$ cat src/design/dsc_pkg.sv
/*
  shared constants and types for the dual oscillator clock and standby control block.
  assumes: a 32-bit ahb-lite register bus and a 125 MHz bus clock hclk.
*/
package dsc_pkg;

  // ----------------------------------------------------------------
  // register map (byte addresses, low eight address bits decoded)
  // ----------------------------------------------------------------
  localparam logic [7:0] DSC_MODE_OFS = 8'h00;
  localparam logic [7:0] DSC_STATUS_OFS = 8'h04;
  localparam logic [7:0] DSC_TIMER_OFS = 8'h08;

  // ----------------------------------------------------------------
  // mode register fields
  // ----------------------------------------------------------------
  localparam int DSC_SUBPORT_BIT = 4;
  localparam int DSC_SUBDRIVE_BIT = 5;
  localparam int DSC_MAINHALT_BIT = 6;
  localparam int DSC_SRCSEL_BIT = 7;
  localparam logic [7:0] DSC_MODE_RESET = 8'h00;
  localparam logic [7:0] DSC_MODE_WMASK = 8'hf0;

  // ----------------------------------------------------------------
  // status register fields
  // ----------------------------------------------------------------
  localparam int DSC_ST_PHI_BIT = 0;
  localparam int DSC_ST_MAINRUN_BIT = 1;
  localparam int DSC_ST_SUBRUN_BIT = 2;
  localparam int DSC_ST_SRCACT_BIT = 3;
  localparam int DSC_ST_HELD_BIT = 4;
  localparam int DSC_ST_IRESET_BIT = 5;
  localparam int DSC_ST_STATE_LSB = 8;

  // ----------------------------------------------------------------
  // timer field positions in the timer register
  // ----------------------------------------------------------------
  localparam int DSC_TM_T3_LSB = 0;
  localparam int DSC_TM_T4_LSB = 8;

  // ----------------------------------------------------------------
  // restart timer: timer 3 cascaded into timer 4, source divided by 16
  // ----------------------------------------------------------------
  localparam logic [7:0] DSC_T3_RELOAD = 8'hff;
  localparam logic [7:0] DSC_T4_RELOAD = 8'h07;
  localparam logic [3:0] DSC_PRESC_LAST = 4'hf;
  localparam logic [3:0] DSC_PRESC_RESET = 4'h0;
  localparam logic [7:0] DSC_COUNT_ZERO = 8'h00;

  // ----------------------------------------------------------------
  // bus encodings
  // ----------------------------------------------------------------
  localparam int DSC_HTRANS_ACTIVE_BIT = 1;
  localparam logic DSC_HRESP_OKAY = 1'b0;
  localparam logic [31:0] DSC_RDATA_ZERO = 32'h0000_0000;

  typedef enum logic [2:0] {
    DSC_RESET_HOLD,
    DSC_RUN,
    DSC_WAIT,
    DSC_STOP_HALT,
    DSC_STOP_RESTART
  } dsc_state_type;

endpackage

$ cat src/design/dsc_osc_sync.sv
/*
  synchroniser for one oscillator input pin, giving a one-cycle tick per rising edge.
  assumes: the oscillator runs well below half of hclk, so no edge is missed.
*/
`timescale 1ns/1ps
module dsc_osc_sync
  import dsc_pkg::*;
(
  input wire logic hclk, // bus clock
  input wire logic hresetn, // async reset, active low
  input wire logic osc_in, // raw oscillator pin
  output logic rise_tick // one cycle per rising edge
);

  logic meta_q, meta_d;
  logic sync_q, sync_d;
  logic prev_q, prev_d;

  always_comb begin
    meta_d = osc_in;
    sync_d = meta_q;
    prev_d = sync_q;
  end

  always_ff @(posedge hclk or negedge hresetn) begin
    if (!hresetn) begin
      meta_q <= 1'b0;
      sync_q <= 1'b0;
      prev_q <= 1'b0;
    end else begin
      meta_q <= meta_d;
      sync_q <= sync_d;
      prev_q <= prev_d;
    end
  end

  // edge found on the second stage only, never on the metastable one
  assign rise_tick = sync_q & ~prev_q;

endmodule

$ cat src/design/dsc_restart_timer.sv
/*
  oscillation-restart timer: a divide-by-16 prescaler, timer 3 cascaded into timer 4.
  assumes: tick is a one-cycle pulse per source clock edge from the same hclk domain.
*/
`timescale 1ns/1ps
module dsc_restart_timer
  import dsc_pkg::*;
(
  input wire logic hclk, // bus clock
  input wire logic hresetn, // async reset, active low
  input wire logic load, // preset both timers
  input wire logic run, // count enabled
  input wire logic tick, // source clock tick
  output logic [7:0] t3_count, // timer 3 value
  output logic [7:0] t4_count, // timer 4 value
  output logic overflow // one-cycle timer 4 overflow
);

  logic [3:0] presc_q, presc_d;
  logic [7:0] t3_q, t3_d;
  logic [7:0] t4_q, t4_d;
  logic ovf_q, ovf_d;

  always_comb begin
    presc_d = presc_q;
    t3_d = t3_q;
    t4_d = t4_q;
    ovf_d = 1'b0;
    if (load) begin
      presc_d = DSC_PRESC_RESET;
      t3_d = DSC_T3_RELOAD;
      t4_d = DSC_T4_RELOAD;
    end else if (run && tick) begin
      if (presc_q == DSC_PRESC_LAST) begin
        presc_d = DSC_PRESC_RESET;
        // ratio is 1/(n+1): reload on the tick after reaching zero
        if (t3_q == DSC_COUNT_ZERO) begin
          t3_d = DSC_T3_RELOAD;
          if (t4_q == DSC_COUNT_ZERO) begin
            t4_d = DSC_T4_RELOAD;
            ovf_d = 1'b1;
          end else begin
            t4_d = t4_q - 8'h01;
          end
        end else begin
          t3_d = t3_q - 8'h01;
        end
      end else begin
        presc_d = presc_q + 4'h1;
      end
    end
  end

  // reset preset equals the stop preset, so reset needs no load pulse
  always_ff @(posedge hclk or negedge hresetn) begin
    if (!hresetn) begin
      presc_q <= DSC_PRESC_RESET;
      t3_q <= DSC_T3_RELOAD;
      t4_q <= DSC_T4_RELOAD;
      ovf_q <= 1'b0;
    end else begin
      presc_q <= presc_d;
      t3_q <= t3_d;
      t4_q <= t4_d;
      ovf_q <= ovf_d;
    end
  end

  assign t3_count = t3_q;
  assign t4_count = t4_q;
  assign overflow = ovf_q;

endmodule

$ cat src/design/dsc_clock_ctrl.sv
/*
  clock generation and standby control: system clock phi as half of the main or sub
  oscillator, stop and wait modes, restart timing and an ahb-lite register slave.
  assumes: a single ahb-lite master, wake requests already enabled and on hclk,
  and a cpu that treats phi as its clock and holds all state while phi stands high.
*/
`timescale 1ns/1ps

// Overview of operation
// - after reset phi is half the main oscillator frequency.
// - mode bit 7 set gives phi from half the sub-clock; clear returns to main.
// - stop instruction halts both oscillators with phi held high.
// - entering stop cascades timers 3 and 4, preset to ff and 07.
// - wake in stop restarts oscillators; phi stays high until timer 4 overflows.
// - wait instruction holds phi high while oscillators keep running.
// - an interrupt in wait resumes phi at once, no settling delay.
// - mode bit 6 set halts the main oscillator; clearing it restarts it.
// - stop released by pin, counter, timer 1/2, serial, key wake interrupts.
// - wait also released by timer 3 and timer 4 interrupts.
// - after reset timers count main/16; internal reset ends at timer 4 overflow.
module dsc_clock_ctrl
  import dsc_pkg::*;
(
  input wire logic hclk, // bus clock, 125 MHz
  input wire logic hresetn, // async reset, active low
  input wire logic hsel, // ahb slave select
  input wire logic [31:0] haddr, // ahb address
  input wire logic [1:0] htrans, // ahb transfer type
  input wire logic hwrite, // ahb write
  input wire logic [2:0] hsize, // ahb size, word only
  input wire logic [31:0] hwdata, // ahb write data
  input wire logic hready, // ahb bus ready
  output logic hreadyout, // ahb slave ready
  output logic hresp, // ahb response
  output logic [31:0] hrdata, // ahb read data
  input wire logic main_clk_in, // main oscillator pin
  input wire logic sub_clk_in, // sub-clock oscillator pin
  input wire logic stop_instruction, // cpu executes stop, one cycle
  input wire logic wait_instruction, // cpu executes wait, one cycle
  input wire logic ext_irq_a, // external pin a request
  input wire logic ext_irq_b, // external pin b or key request
  input wire logic counter_pin_a, // counter pin a request
  input wire logic counter_pin_b, // counter pin b request
  input wire logic timer1_irq, // timer 1 request
  input wire logic timer2_irq, // timer 2 request
  input wire logic timer3_irq, // timer 3 request
  input wire logic timer4_irq, // timer 4 request
  input wire logic serial_irq, // serial i/o request
  input wire logic key_wake_irq, // key wake-up request
  output logic sys_clk_phi, // internal system clock phi
  output logic sys_clk_held, // phi frozen high in standby
  output logic internal_resetn, // internal reset, active low
  output logic main_osc_run, // main oscillator enabled
  output logic sub_osc_run, // sub-clock oscillator enabled
  output logic sub_osc_high_drive, // sub-clock high drive
  output logic timer_cascade_force, // timers 3/4 forced cascaded
  output logic [7:0] restart_t3, // restart timer 3 value
  output logic [7:0] restart_t4 // restart timer 4 value
);

  // ----------------------------------------------------------------
  // declarations
  // ----------------------------------------------------------------
  dsc_state_type state_q, state_d;
  logic [7:0] mode_q, mode_d;
  logic phi_q, phi_d;
  logic src_act_q, src_act_d;
  logic iresetn_q, iresetn_d;
  logic wr_pend_q, wr_pend_d;
  logic [7:0] wr_addr_q, wr_addr_d;
  logic [31:0] rdata_q, rdata_d;
  logic main_tick, sub_tick, src_tick, restart_tick;
  logic stop_wake, wait_wake;
  logic timer_load, timer_run, timer_ovf;
  logic [7:0] t3_val, t4_val;
  logic phi_gate;
  logic osc_halt_all;
  logic addr_phase;
  logic [7:0] mode_now;

  // ----------------------------------------------------------------
  // oscillator edges and restart timer
  // ----------------------------------------------------------------
  dsc_osc_sync u_main_sync (
    .hclk(hclk),
    .hresetn(hresetn),
    .osc_in(main_clk_in),
    .rise_tick(main_tick)
  );

  dsc_osc_sync u_sub_sync (
    .hclk(hclk),
    .hresetn(hresetn),
    .osc_in(sub_clk_in),
    .rise_tick(sub_tick)
  );

  // after reset the count source is main/16; in stop it follows the phi source
  assign restart_tick = (state_q == DSC_RESET_HOLD) ? main_tick :
                        (mode_q[DSC_SRCSEL_BIT] ? sub_tick : main_tick);
  assign timer_load = (state_q == DSC_RUN) && stop_instruction;
  assign timer_run = (state_q == DSC_RESET_HOLD) || (state_q == DSC_STOP_RESTART);

  dsc_restart_timer u_restart (
    .hclk(hclk),
    .hresetn(hresetn),
    .load(timer_load),
    .run(timer_run),
    .tick(restart_tick),
    .t3_count(t3_val),
    .t4_count(t4_val),
    .overflow(timer_ovf)
  );

  // ----------------------------------------------------------------
  // wake sources
  // ----------------------------------------------------------------
  // requests arrive already gated by their enable bits, set by software beforehand
  assign stop_wake = ext_irq_a | ext_irq_b | counter_pin_a | counter_pin_b |
                     timer1_irq | timer2_irq | serial_irq | key_wake_irq;
  assign wait_wake = stop_wake | timer3_irq | timer4_irq;

  // ----------------------------------------------------------------
  // standby state machine
  // ----------------------------------------------------------------
  always_comb begin
    state_d = state_q;
    iresetn_d = iresetn_q;
    unique case (state_q)
      DSC_RESET_HOLD: begin
        if (timer_ovf) begin
          state_d = DSC_RUN;
          iresetn_d = 1'b1;
        end
      end
      DSC_RUN: begin
        if (stop_instruction) begin
          state_d = DSC_STOP_HALT;
        end else if (wait_instruction) begin
          state_d = DSC_WAIT;
        end
      end
      DSC_WAIT: begin
        if (wait_wake) begin
          state_d = DSC_RUN;
        end
      end
      DSC_STOP_HALT: begin
        if (stop_wake) begin
          state_d = DSC_STOP_RESTART;
        end
      end
      DSC_STOP_RESTART: begin
        if (timer_ovf) begin
          state_d = DSC_RUN;
        end
      end
    endcase
  end

  always_ff @(posedge hclk or negedge hresetn) begin
    if (!hresetn) begin
      state_q <= DSC_RESET_HOLD;
      iresetn_q <= 1'b0;
    end else begin
      state_q <= state_d;
      iresetn_q <= iresetn_d;
    end
  end

  // ----------------------------------------------------------------
  // phi generation and source switching
  // ----------------------------------------------------------------
  // phi keeps running during reset hold so the cpu sees clocks before reset ends
  assign phi_gate = (state_q == DSC_WAIT) || (state_q == DSC_STOP_HALT) ||
                    (state_q == DSC_STOP_RESTART);
  assign src_tick = src_act_q ? sub_tick : main_tick;

  always_comb begin
    phi_d = phi_q;
    src_act_d = src_act_q;
    if (src_tick) begin
      if (!phi_q) begin
        phi_d = 1'b1;
      end else if (phi_gate) begin
        phi_d = 1'b1;
      end else if (src_act_q != mode_q[DSC_SRCSEL_BIT]) begin
        // swap while high: the high phase stretches, no pulse is cut short
        src_act_d = mode_q[DSC_SRCSEL_BIT];
      end else begin
        phi_d = 1'b0;
      end
    end
  end

  always_ff @(posedge hclk or negedge hresetn) begin
    if (!hresetn) begin
      phi_q <= 1'b1;
      src_act_q <= 1'b0;
    end else begin
      phi_q <= phi_d;
      src_act_q <= src_act_d;
    end
  end

  // ----------------------------------------------------------------
  // oscillator controls
  // ----------------------------------------------------------------
  // halt only once phi stands high, else no edge would be left to raise it
  assign osc_halt_all = (state_q == DSC_STOP_HALT) && phi_q;
  assign main_osc_run = !mode_q[DSC_MAINHALT_BIT] && !osc_halt_all;
  assign sub_osc_run = mode_q[DSC_SUBPORT_BIT] && !osc_halt_all;
  assign sub_osc_high_drive = mode_q[DSC_SUBDRIVE_BIT];
  assign timer_cascade_force = (state_q == DSC_RESET_HOLD) ||
                               (state_q == DSC_STOP_HALT) ||
                               (state_q == DSC_STOP_RESTART);
  assign sys_clk_phi = phi_q;
  assign sys_clk_held = phi_gate && phi_q;
  assign internal_resetn = iresetn_q;
  assign restart_t3 = t3_val;
  assign restart_t4 = t4_val;

  // ----------------------------------------------------------------
  // ahb-lite slave
  // ----------------------------------------------------------------
  function automatic logic [31:0] read_word(input logic [7:0] addr, input logic [7:0] mode);
    logic [31:0] word;
    word = DSC_RDATA_ZERO;
    unique case (addr)
      DSC_MODE_OFS: word[7:0] = mode;
      DSC_STATUS_OFS: begin
        word[DSC_ST_PHI_BIT] = phi_q;
        word[DSC_ST_MAINRUN_BIT] = main_osc_run;
        word[DSC_ST_SUBRUN_BIT] = sub_osc_run;
        word[DSC_ST_SRCACT_BIT] = src_act_q;
        word[DSC_ST_HELD_BIT] = sys_clk_held;
        word[DSC_ST_IRESET_BIT] = iresetn_q;
        word[DSC_ST_STATE_LSB +: 3] = state_q;
      end
      DSC_TIMER_OFS: begin
        word[DSC_TM_T3_LSB +: 8] = t3_val;
        word[DSC_TM_T4_LSB +: 8] = t4_val;
      end
      default: word = DSC_RDATA_ZERO;
    endcase
    return word;
  endfunction

  assign addr_phase = hsel && hready && htrans[DSC_HTRANS_ACTIVE_BIT];

  always_comb begin
    mode_d = mode_q;
    if (wr_pend_q && (wr_addr_q == DSC_MODE_OFS)) begin
      mode_d = hwdata[7:0] & DSC_MODE_WMASK;
    end
  end

  // a read right after a write to the mode register sees the new value
  assign mode_now = mode_d;

  always_comb begin
    wr_pend_d = 1'b0;
    wr_addr_d = wr_addr_q;
    rdata_d = rdata_q;
    if (addr_phase) begin
      wr_pend_d = hwrite;
      wr_addr_d = haddr[7:0];
      if (!hwrite) begin
        rdata_d = read_word(haddr[7:0], mode_now);
      end
    end
  end

  always_ff @(posedge hclk or negedge hresetn) begin
    if (!hresetn) begin
      mode_q <= DSC_MODE_RESET;
      wr_pend_q <= 1'b0;
      wr_addr_q <= DSC_MODE_OFS;
      rdata_q <= DSC_RDATA_ZERO;
    end else begin
      mode_q <= mode_d;
      wr_pend_q <= wr_pend_d;
      wr_addr_q <= wr_addr_d;
      rdata_q <= rdata_d;
    end
  end

  // zero wait states, always okay; hsize is accepted as word only
  assign hreadyout = 1'b1;
  assign hresp = DSC_HRESP_OKAY;
  assign hrdata = rdata_q;

endmodule

$ cat config.mk
export PLATFORM = sky130hd
export DESIGN_NAME = dsc_clock_ctrl
export DESIGN_NICKNAME = d
export VERILOG_FILES = /design/src/design/dsc_pkg.sv /design/src/design/dsc_osc_sync.sv /design/src/design/dsc_restart_timer.sv /design/src/design/dsc_clock_ctrl.sv
export SDC_FILE = /design/constraint.sdc
export NUM_CORES = 1
export LEC_CHECK = 0
export ABC_CLOCK_PERIOD_IN_PS = 2400
export BUFFER_PORTS_ARGS = -buffer_cell sky130_fd_sc_hd__buf_2
export CORE_AREA = 2 2 108 110
export DETAILED_ROUTE_END_ITERATION = 8
export DIE_AREA = 0 0 110 112
export PLACE_DENSITY = 0.52
export REMOVE_ABC_BUFFERS = 1
export SKIP_CTS_REPAIR_TIMING = 1
export SYNTH_ARGS = -nofsm -noshare
export SYNTH_HDL_FRONTEND = slang
export SYNTH_SLANG_ARGS = --single-unit
$ cat constraint.sdc
create_clock -name hclk -period 2.4 [get_ports hclk]
set_clock_uncertainty 0.2 [all_clocks]
set_input_delay 0.12 -clock hclk [delete_from_list [all_inputs] [get_ports hclk]]
set_output_delay 0.12 -clock hclk [all_outputs]
set_load 0.01 [all_outputs]
==> results.cfg, run 1 <==
[yosys]
ys_ff_latch = 66
syn-cell-area_um2 = 3300
synth_ff_type = dfrtp_1
synth_top_area_share_pct = 40.9
synth_area_leaders = dfrtp_1, dfstp_2, buf_4
synthCells = 324
avgSynthCellArea_um2 = 10.2
yosysTopAreaCell = dfrtp_1
ys_async_sr_fraction_pct = 100
synth_edf_count = 0
synth_seq_area_share_pct = 50.5
ys_warn_count = 0
synth_cell_types = 55

[global_route]
antenna_found_initial = 0
grt_pass1_wl_um = 13200
grt_max_degree = 67
grt-ovfl-total = 0
grt_pass1_vias = 2618
track_usage_pct = 13.9

[sta]
hold_viol = 1
fin_ws_ns = 0.195
rsz0062_at_grt = false
finalCritPeriodShare_pct = 91.9
period_minus_slack_ns = 2.20
slew_viol_final = 0
tightest_slew_ns = 0.644
setup_viol = 0
fmax_ghz = 0.454
fin_worst_hold_slack_ns = -0.00147
relSlewSlack_pct = 57.0

[clocking]
clk_pin_slew_ns = 0.05
cts_tree = built
cts_max_path_buffers = 2
cts_root_buf = clkbuf_16
clk_latency_ns = 0.33
cts_max_level = 3
numCtsBuffers = 9
numClockSinks = 66

[floorplan]
initial_core_util_pct = 29.6
io_pins = 145
dieHeight_um = 112
die_w_um = 110
row_count = 39
die_area_um2 = 12300
core_area_um2 = 11200

[detailed_routing]
first_pass_iters = 4
drt_iter0_markers = 182
drt_wl_total_um = 8200
vias_per_cell = 4.80
vias = 2705
ant_nets = 0
drc = 0
wire_per_inst_um = 14.5

[final_layout]
syn2layout_area_growth_pct = 29.7
drive_above_1_share_pct = 30.4
final_cells = 564
final_cell_area_um2 = 4280
mostFrequentLayoutCells = buf_2, dfrtp_1, nand2_1, nor2_1, conb_1
layout_commonest_cell = buf_2
antenna_cells = 0
nFillCells = 1119
final_nets = 509

[worst_setup_path]
crit_fanout = 6
arrival_ns = 2.25
worst-r2r-setup-slack_ns = 0.20
start_kind = flop
crit_path_end_kind = flop
crit_required_ns = 2.45
crit_type = flop to flop

[place]
dp_worst_setup_slack_ns = 0.199
dpl.hpwl_um = 5940
placed_area_um2 = 3800
portBuffers = 70
post-place-cells = 532
gp_congestion = 0.731

[job]
cap_violations = 0

[outcome]
violations = negative hold slack
status = complete, but fails checks

[power]
finalPower_mw = 3.44
power_density_nw_per_um2 = 802
leakage_nw = 2.05
max-vdd-ir-drop_v = 0.000424

[hold_path]
hp-class = input port to flop
## through the flow
step	util [%]	setup TNS, ns
final	38.3	0
after detailed placement	34.0	0
after global placement	34.0	0
after CTS	36.9	0
after floorplan	-	-0.0617
after global routing	38.3	0
## final cells by class
class	count	area (um^2)	share of cell area, %
multi-input combinational	232	1460	34.1
clock buffer	11	243	5.67
timing repair buffer	97	618	14.4
clock inverter	5	78.8	1.84
inverter	10	37.5	0.876
sequential	66	1670	38.9
tap	143	179	4.18
## metal layers
metal / vias to the layer above / wire [um] / global-route usage, %
met3: 9 / 444 / 2.75
met5: - / 0 / 0
met4: 0 / 125 / 7.00
li1: 1319 / - / -
met1: 1294 / 3800 / 18.7
met2: 83 / 3830 / 20.9
## worst max-delay path, stage by stage, from the launching register on
cell and delay [ns]:
dfstp_2 0.41, or4_4 0.54, nor3b_2 0.17, nand4_1 0.15, or4_1 0.51, a21oi_1 0.15
## synthesized netlist by cell type (all sizes together) (2+ instances only)
library cell and instances:
a21oi 10, a221oi 3, a22o 9, a31o 5, a31oi 2, a32o 2
a32oi 3, and2 7, and3 3, and4b 2, buf 22, clkbuf 10
conb 2, dfrtp 54, dfstp 12, ha 5, inv 10, mux2 14
mux2i 5, nand2 33, nand2b 3, nand3 17, nand4 5, nor2 21
nor2b 4, nor3 6, nor4 8, o211ai 3, o21a 2, o21ai 12
or2 2, or3 8, or4 4, xnor2 2, xor2 3
## final timing paths
path	end	startpoint	cells past startpoint
min reg2reg	u_main_sync.prev_d	u_main_sync.meta_q	0
max in group asynchronous	sys_clk_phi	hresetn	3
max	u_restart.t4_count[7]	u_restart.t3_count[4]	5
max reg2reg	u_restart.t4_count[7]	u_restart.t3_count[4]	5
min in group asynchronous	hrdata[15]	hresetn	3
min	state_q[0]	stop_instruction	3
## logic make-up (layout without fill, tap and decap cells)
kind of cell	Yosys count	in the layout	share of synthesized area, %
mux	19	19	6.29
other cells	2	18	0.227
compound gates	58	58	12.6
simple gates	127	127	20.1
buf+inv	42	123	7.16
fa+ha+maj	5	5	1.89
xor+xnor	5	5	1.33
flops	66	66	50.5
## state kept, by name, indices dropped and copies added (netlist names), 3 cells and up
name                count
mode_q                  8
u_restart.t3_count      8
state_q                 3
u_restart.presc_q       4
u_restart.t4_count      8
wr_addr_q               8
hrdata                 16
## power breakdown
part | leakage, nW | internal, mW | total, mW | switching (mW)
clock network | 0.159 | 0.935 | 1.41 | 0.472
registers | 0.828 | 1.23 | 1.35 | 0.114
logic | 1.06 | 0.297 | 0.683 | 0.386
total | 2.05 | 2.46 | 3.44 | 0.973
Power figures use the tool's default switching activity.
==> run 2, diff against run 1 <==
Settings changed: CORE_AREA 2 2 108 110 to 2 2 109 111, DIE_AREA 0 0 110 112 to 0 0 111 113, SYNTH_HIERARCHICAL set to 1.
==> run 2 against run 1 <==
- the flow finishes with violations (negative hold slack, negative setup slack)
- global-route usage rose by 0.47 points
- cell count increased by 4.1%
- worst setup slack got worse by 0.35 ns
- non-clock buffer count grew 18
- fmax is 14% lower
- hold slack got worse by 0.013 ns
- via count grew 5.3%
- register-to-register slack got worse by 0.35 ns
- clock power decreased by 4%
- synthesized area grew 1.7%
- power hardly changed
==> results.cfg, run 2 <==
[outcome]
status = complete, but fails checks
violations = negative hold slack, negative setup slack

[yosys]
synth_cell_types = 59
syn-cell-area_um2 = 3360
avgSynthCellArea_um2 = 10.4
yosysTopAreaCell = dfrtp_1
synth_seq_area_share_pct = 49.6
synth_area_leaders = dfrtp_1, dfstp_2, buf_4
synth_edf_count = 0
synth_ff_type = dfrtp_1
synthTopCellsByCount = dfrtp_1, nand2_1, buf_4
ys_warn_count = 6
ys_ff_latch = 66
ys_async_sr_fraction_pct = 100
synth_top_area_share_pct = 40.2
synthCells = 324
yosys.cell_count.top_type = dfrtp_1

[power]
power_density_nw_per_um2 = 759
max-vdd-ir-drop_v = 0.000316
finalPower_mw = 3.44
leakage_nw = 2.17

[hold_path]
hold-path-endpoint = state_q[1]
hold_path_depth = 5
hp-class = input port to flop
hold_path_startpoint = wait_instruction

[worst_setup_path]
r2r_end = u_restart/t4_count[5]
cp_num_buf_inv = 0
r2r-start = state_q[1]
crit_path_max_incr_delay_ns = 0.52
crit_path_end_kind = flop
crit_type = flop to flop
start_kind = flop
reg2reg_depth = 7
worst-r2r-setup-slack_ns = -0.16
critPathTopFamily = simple AND/OR/NAND/NOR gates
crit_required_ns = 2.44
worstPathCellList = or2_4 -> o21ai_2 -> mux2_4 -> nand3b_1 -> or4b_4 -> or4b_1 -> a21oi_1
crit_fanout = 4
cp_slowest_cell = or4b_4
arrival_ns = 2.60

[global_route]
grt_max_degree = 25
track_usage_pct = 14.3
grt_pass1_wl_um = 14400
grt-ovfl-total = 0
grt_pass1_vias = 2762
antenna_found_initial = 0

[final_layout]
antenna_cells = 0
final_nets = 532
drive_above_1_share_pct = 36.5
largest_reg_flops = 16
layout_commonest_cell = buf_2
fin_util_pct = 40.2
syn2layout_area_growth_pct = 34.9
mostFrequentLayoutCells = buf_2, dfrtp_1, nand2_1, buf_4, conb_1
nFillCells = 1139

[floorplan]
dieHeight_um = 113
row_count = 39
initial_core_util_pct = 29.8
io_pins = 145
die_w_um = 111
core_area_um2 = 11300
die_area_um2 = 12500

[clocking]
cts_max_level = 3
numCtsBuffers = 9
numClockSinks = 66
cts_root_buf = clkbuf_16
clk_latency_ns = 0.33
clk_pin_slew_ns = 0.05
cts_max_path_buffers = 2
cts_tree = built

[place]
dp_worst_setup_slack_ns = -0.270
dpl.hpwl_um = 6440
portBuffers = 70
gp_congestion = 0.826

[sta]
slew_viol_final = 0
relSlewSlack_pct = 64.0
fmax_ghz = 0.391
fin_worst_hold_slack_ns = -0.0143
setup_viol = 7
rsz0062_at_grt = true
finalCritPeriodShare_pct = 106
timing.setup.tns_ns = -0.495
tightest_slew_ns = 0.541
hold_viol = 1
fin_ws_ns = -0.156
period_minus_slack_ns = 2.56

[detailed_routing]
drt_iter0_markers = 197
drt_wl_total_um = 8850
vias = 2849
vias_per_cell = 4.85
wire_per_inst_um = 15.1
ant_nets = 0
drc = 0
first_pass_iters = 4

[job]
cap_violations = 0
-- run 2: worst max path at each step --
stage,from,cells after the start,end,slack [ns]
finish,state_q[1],7,u_restart/t4_count[5],-0.16
global route,state_q[1],7,u_restart/t4_count[5],-0.26
global placement,state_q[0],7,u_restart/t4_count[5],-0.21
floorplan,state_q[2],5,u_restart/t3_count[5],-0.63
CTS,state_q[0],7,u_restart/t4_count[7],-0.30
detailed placement,state_q[0],7,u_restart/t4_count[5],-0.27
-- run 2: power by group --
part / total, mW / switching (mW) / internal [mW]
Combinational: 0.751 / 0.413 / 0.337
Clock: 1.36 / 0.472 / 0.886
Sequential: 1.33 / 0.102 / 1.23
Total: 3.44 / 0.987 / 2.45
-- run 2: area by class of cell --
class                   count  area [um^2]  area share (%)
well taps                 143          179            3.95
inverters                  17         63.8            1.41
clock buffers              12          267            5.88
multi-input cells         230         1580            34.8
flip-flops and latches     66         1670            36.8
clock inverters             4         48.8            1.08
repair buffers            115          732            16.2
-- run 2: worst reg2reg max path, delay by kind of cell (launching register included) --
kind / cells / cell delay, ns
DFF: 1 / 0.39
AOI/OAI and AO/OA: 2 / 0.31
and+or+nand+nor: 4 / 1.38
muxes: 1 / 0.19
-- run 2: metrics by stage --
step	instances	hold slack [ns]	instance area, um^2
final	587	-0.0143	4530
after global routing	587	0.0194	4530
after CTS	569	-0.413	4300
after detailed placement	553	-0.0623	3980
after global placement	553	-0.0702	3980
after floorplan	313	-0.376	3240
-- run 2: routing by layer --
metal	up-vias	wire length [um]	GRT usage [%]
met3	10	384	2.89
met5	-	0	0
met4	0	139	5.33
met2	67	4230	22.9
li1	1377	-	-
met1	1395	4090	19.4
-- run 2: cell families (layout without fill, tap and decap cells) --
logic type                 after synthesis  count (layout)  share of synthesized area (%)
other                                    2              18                          0.224
DFF                                     66              66                           49.6
and+or+nand+nor                        121             121                           21.4
AOI/OAI and AO/OA                       67              67                           13.9
muxes                                   14              14                           4.51
xor gates and xnor gates                 5               5                           1.30
buffers and inverters                   44             148                           7.15
adders and majority gates                5               5                           1.86
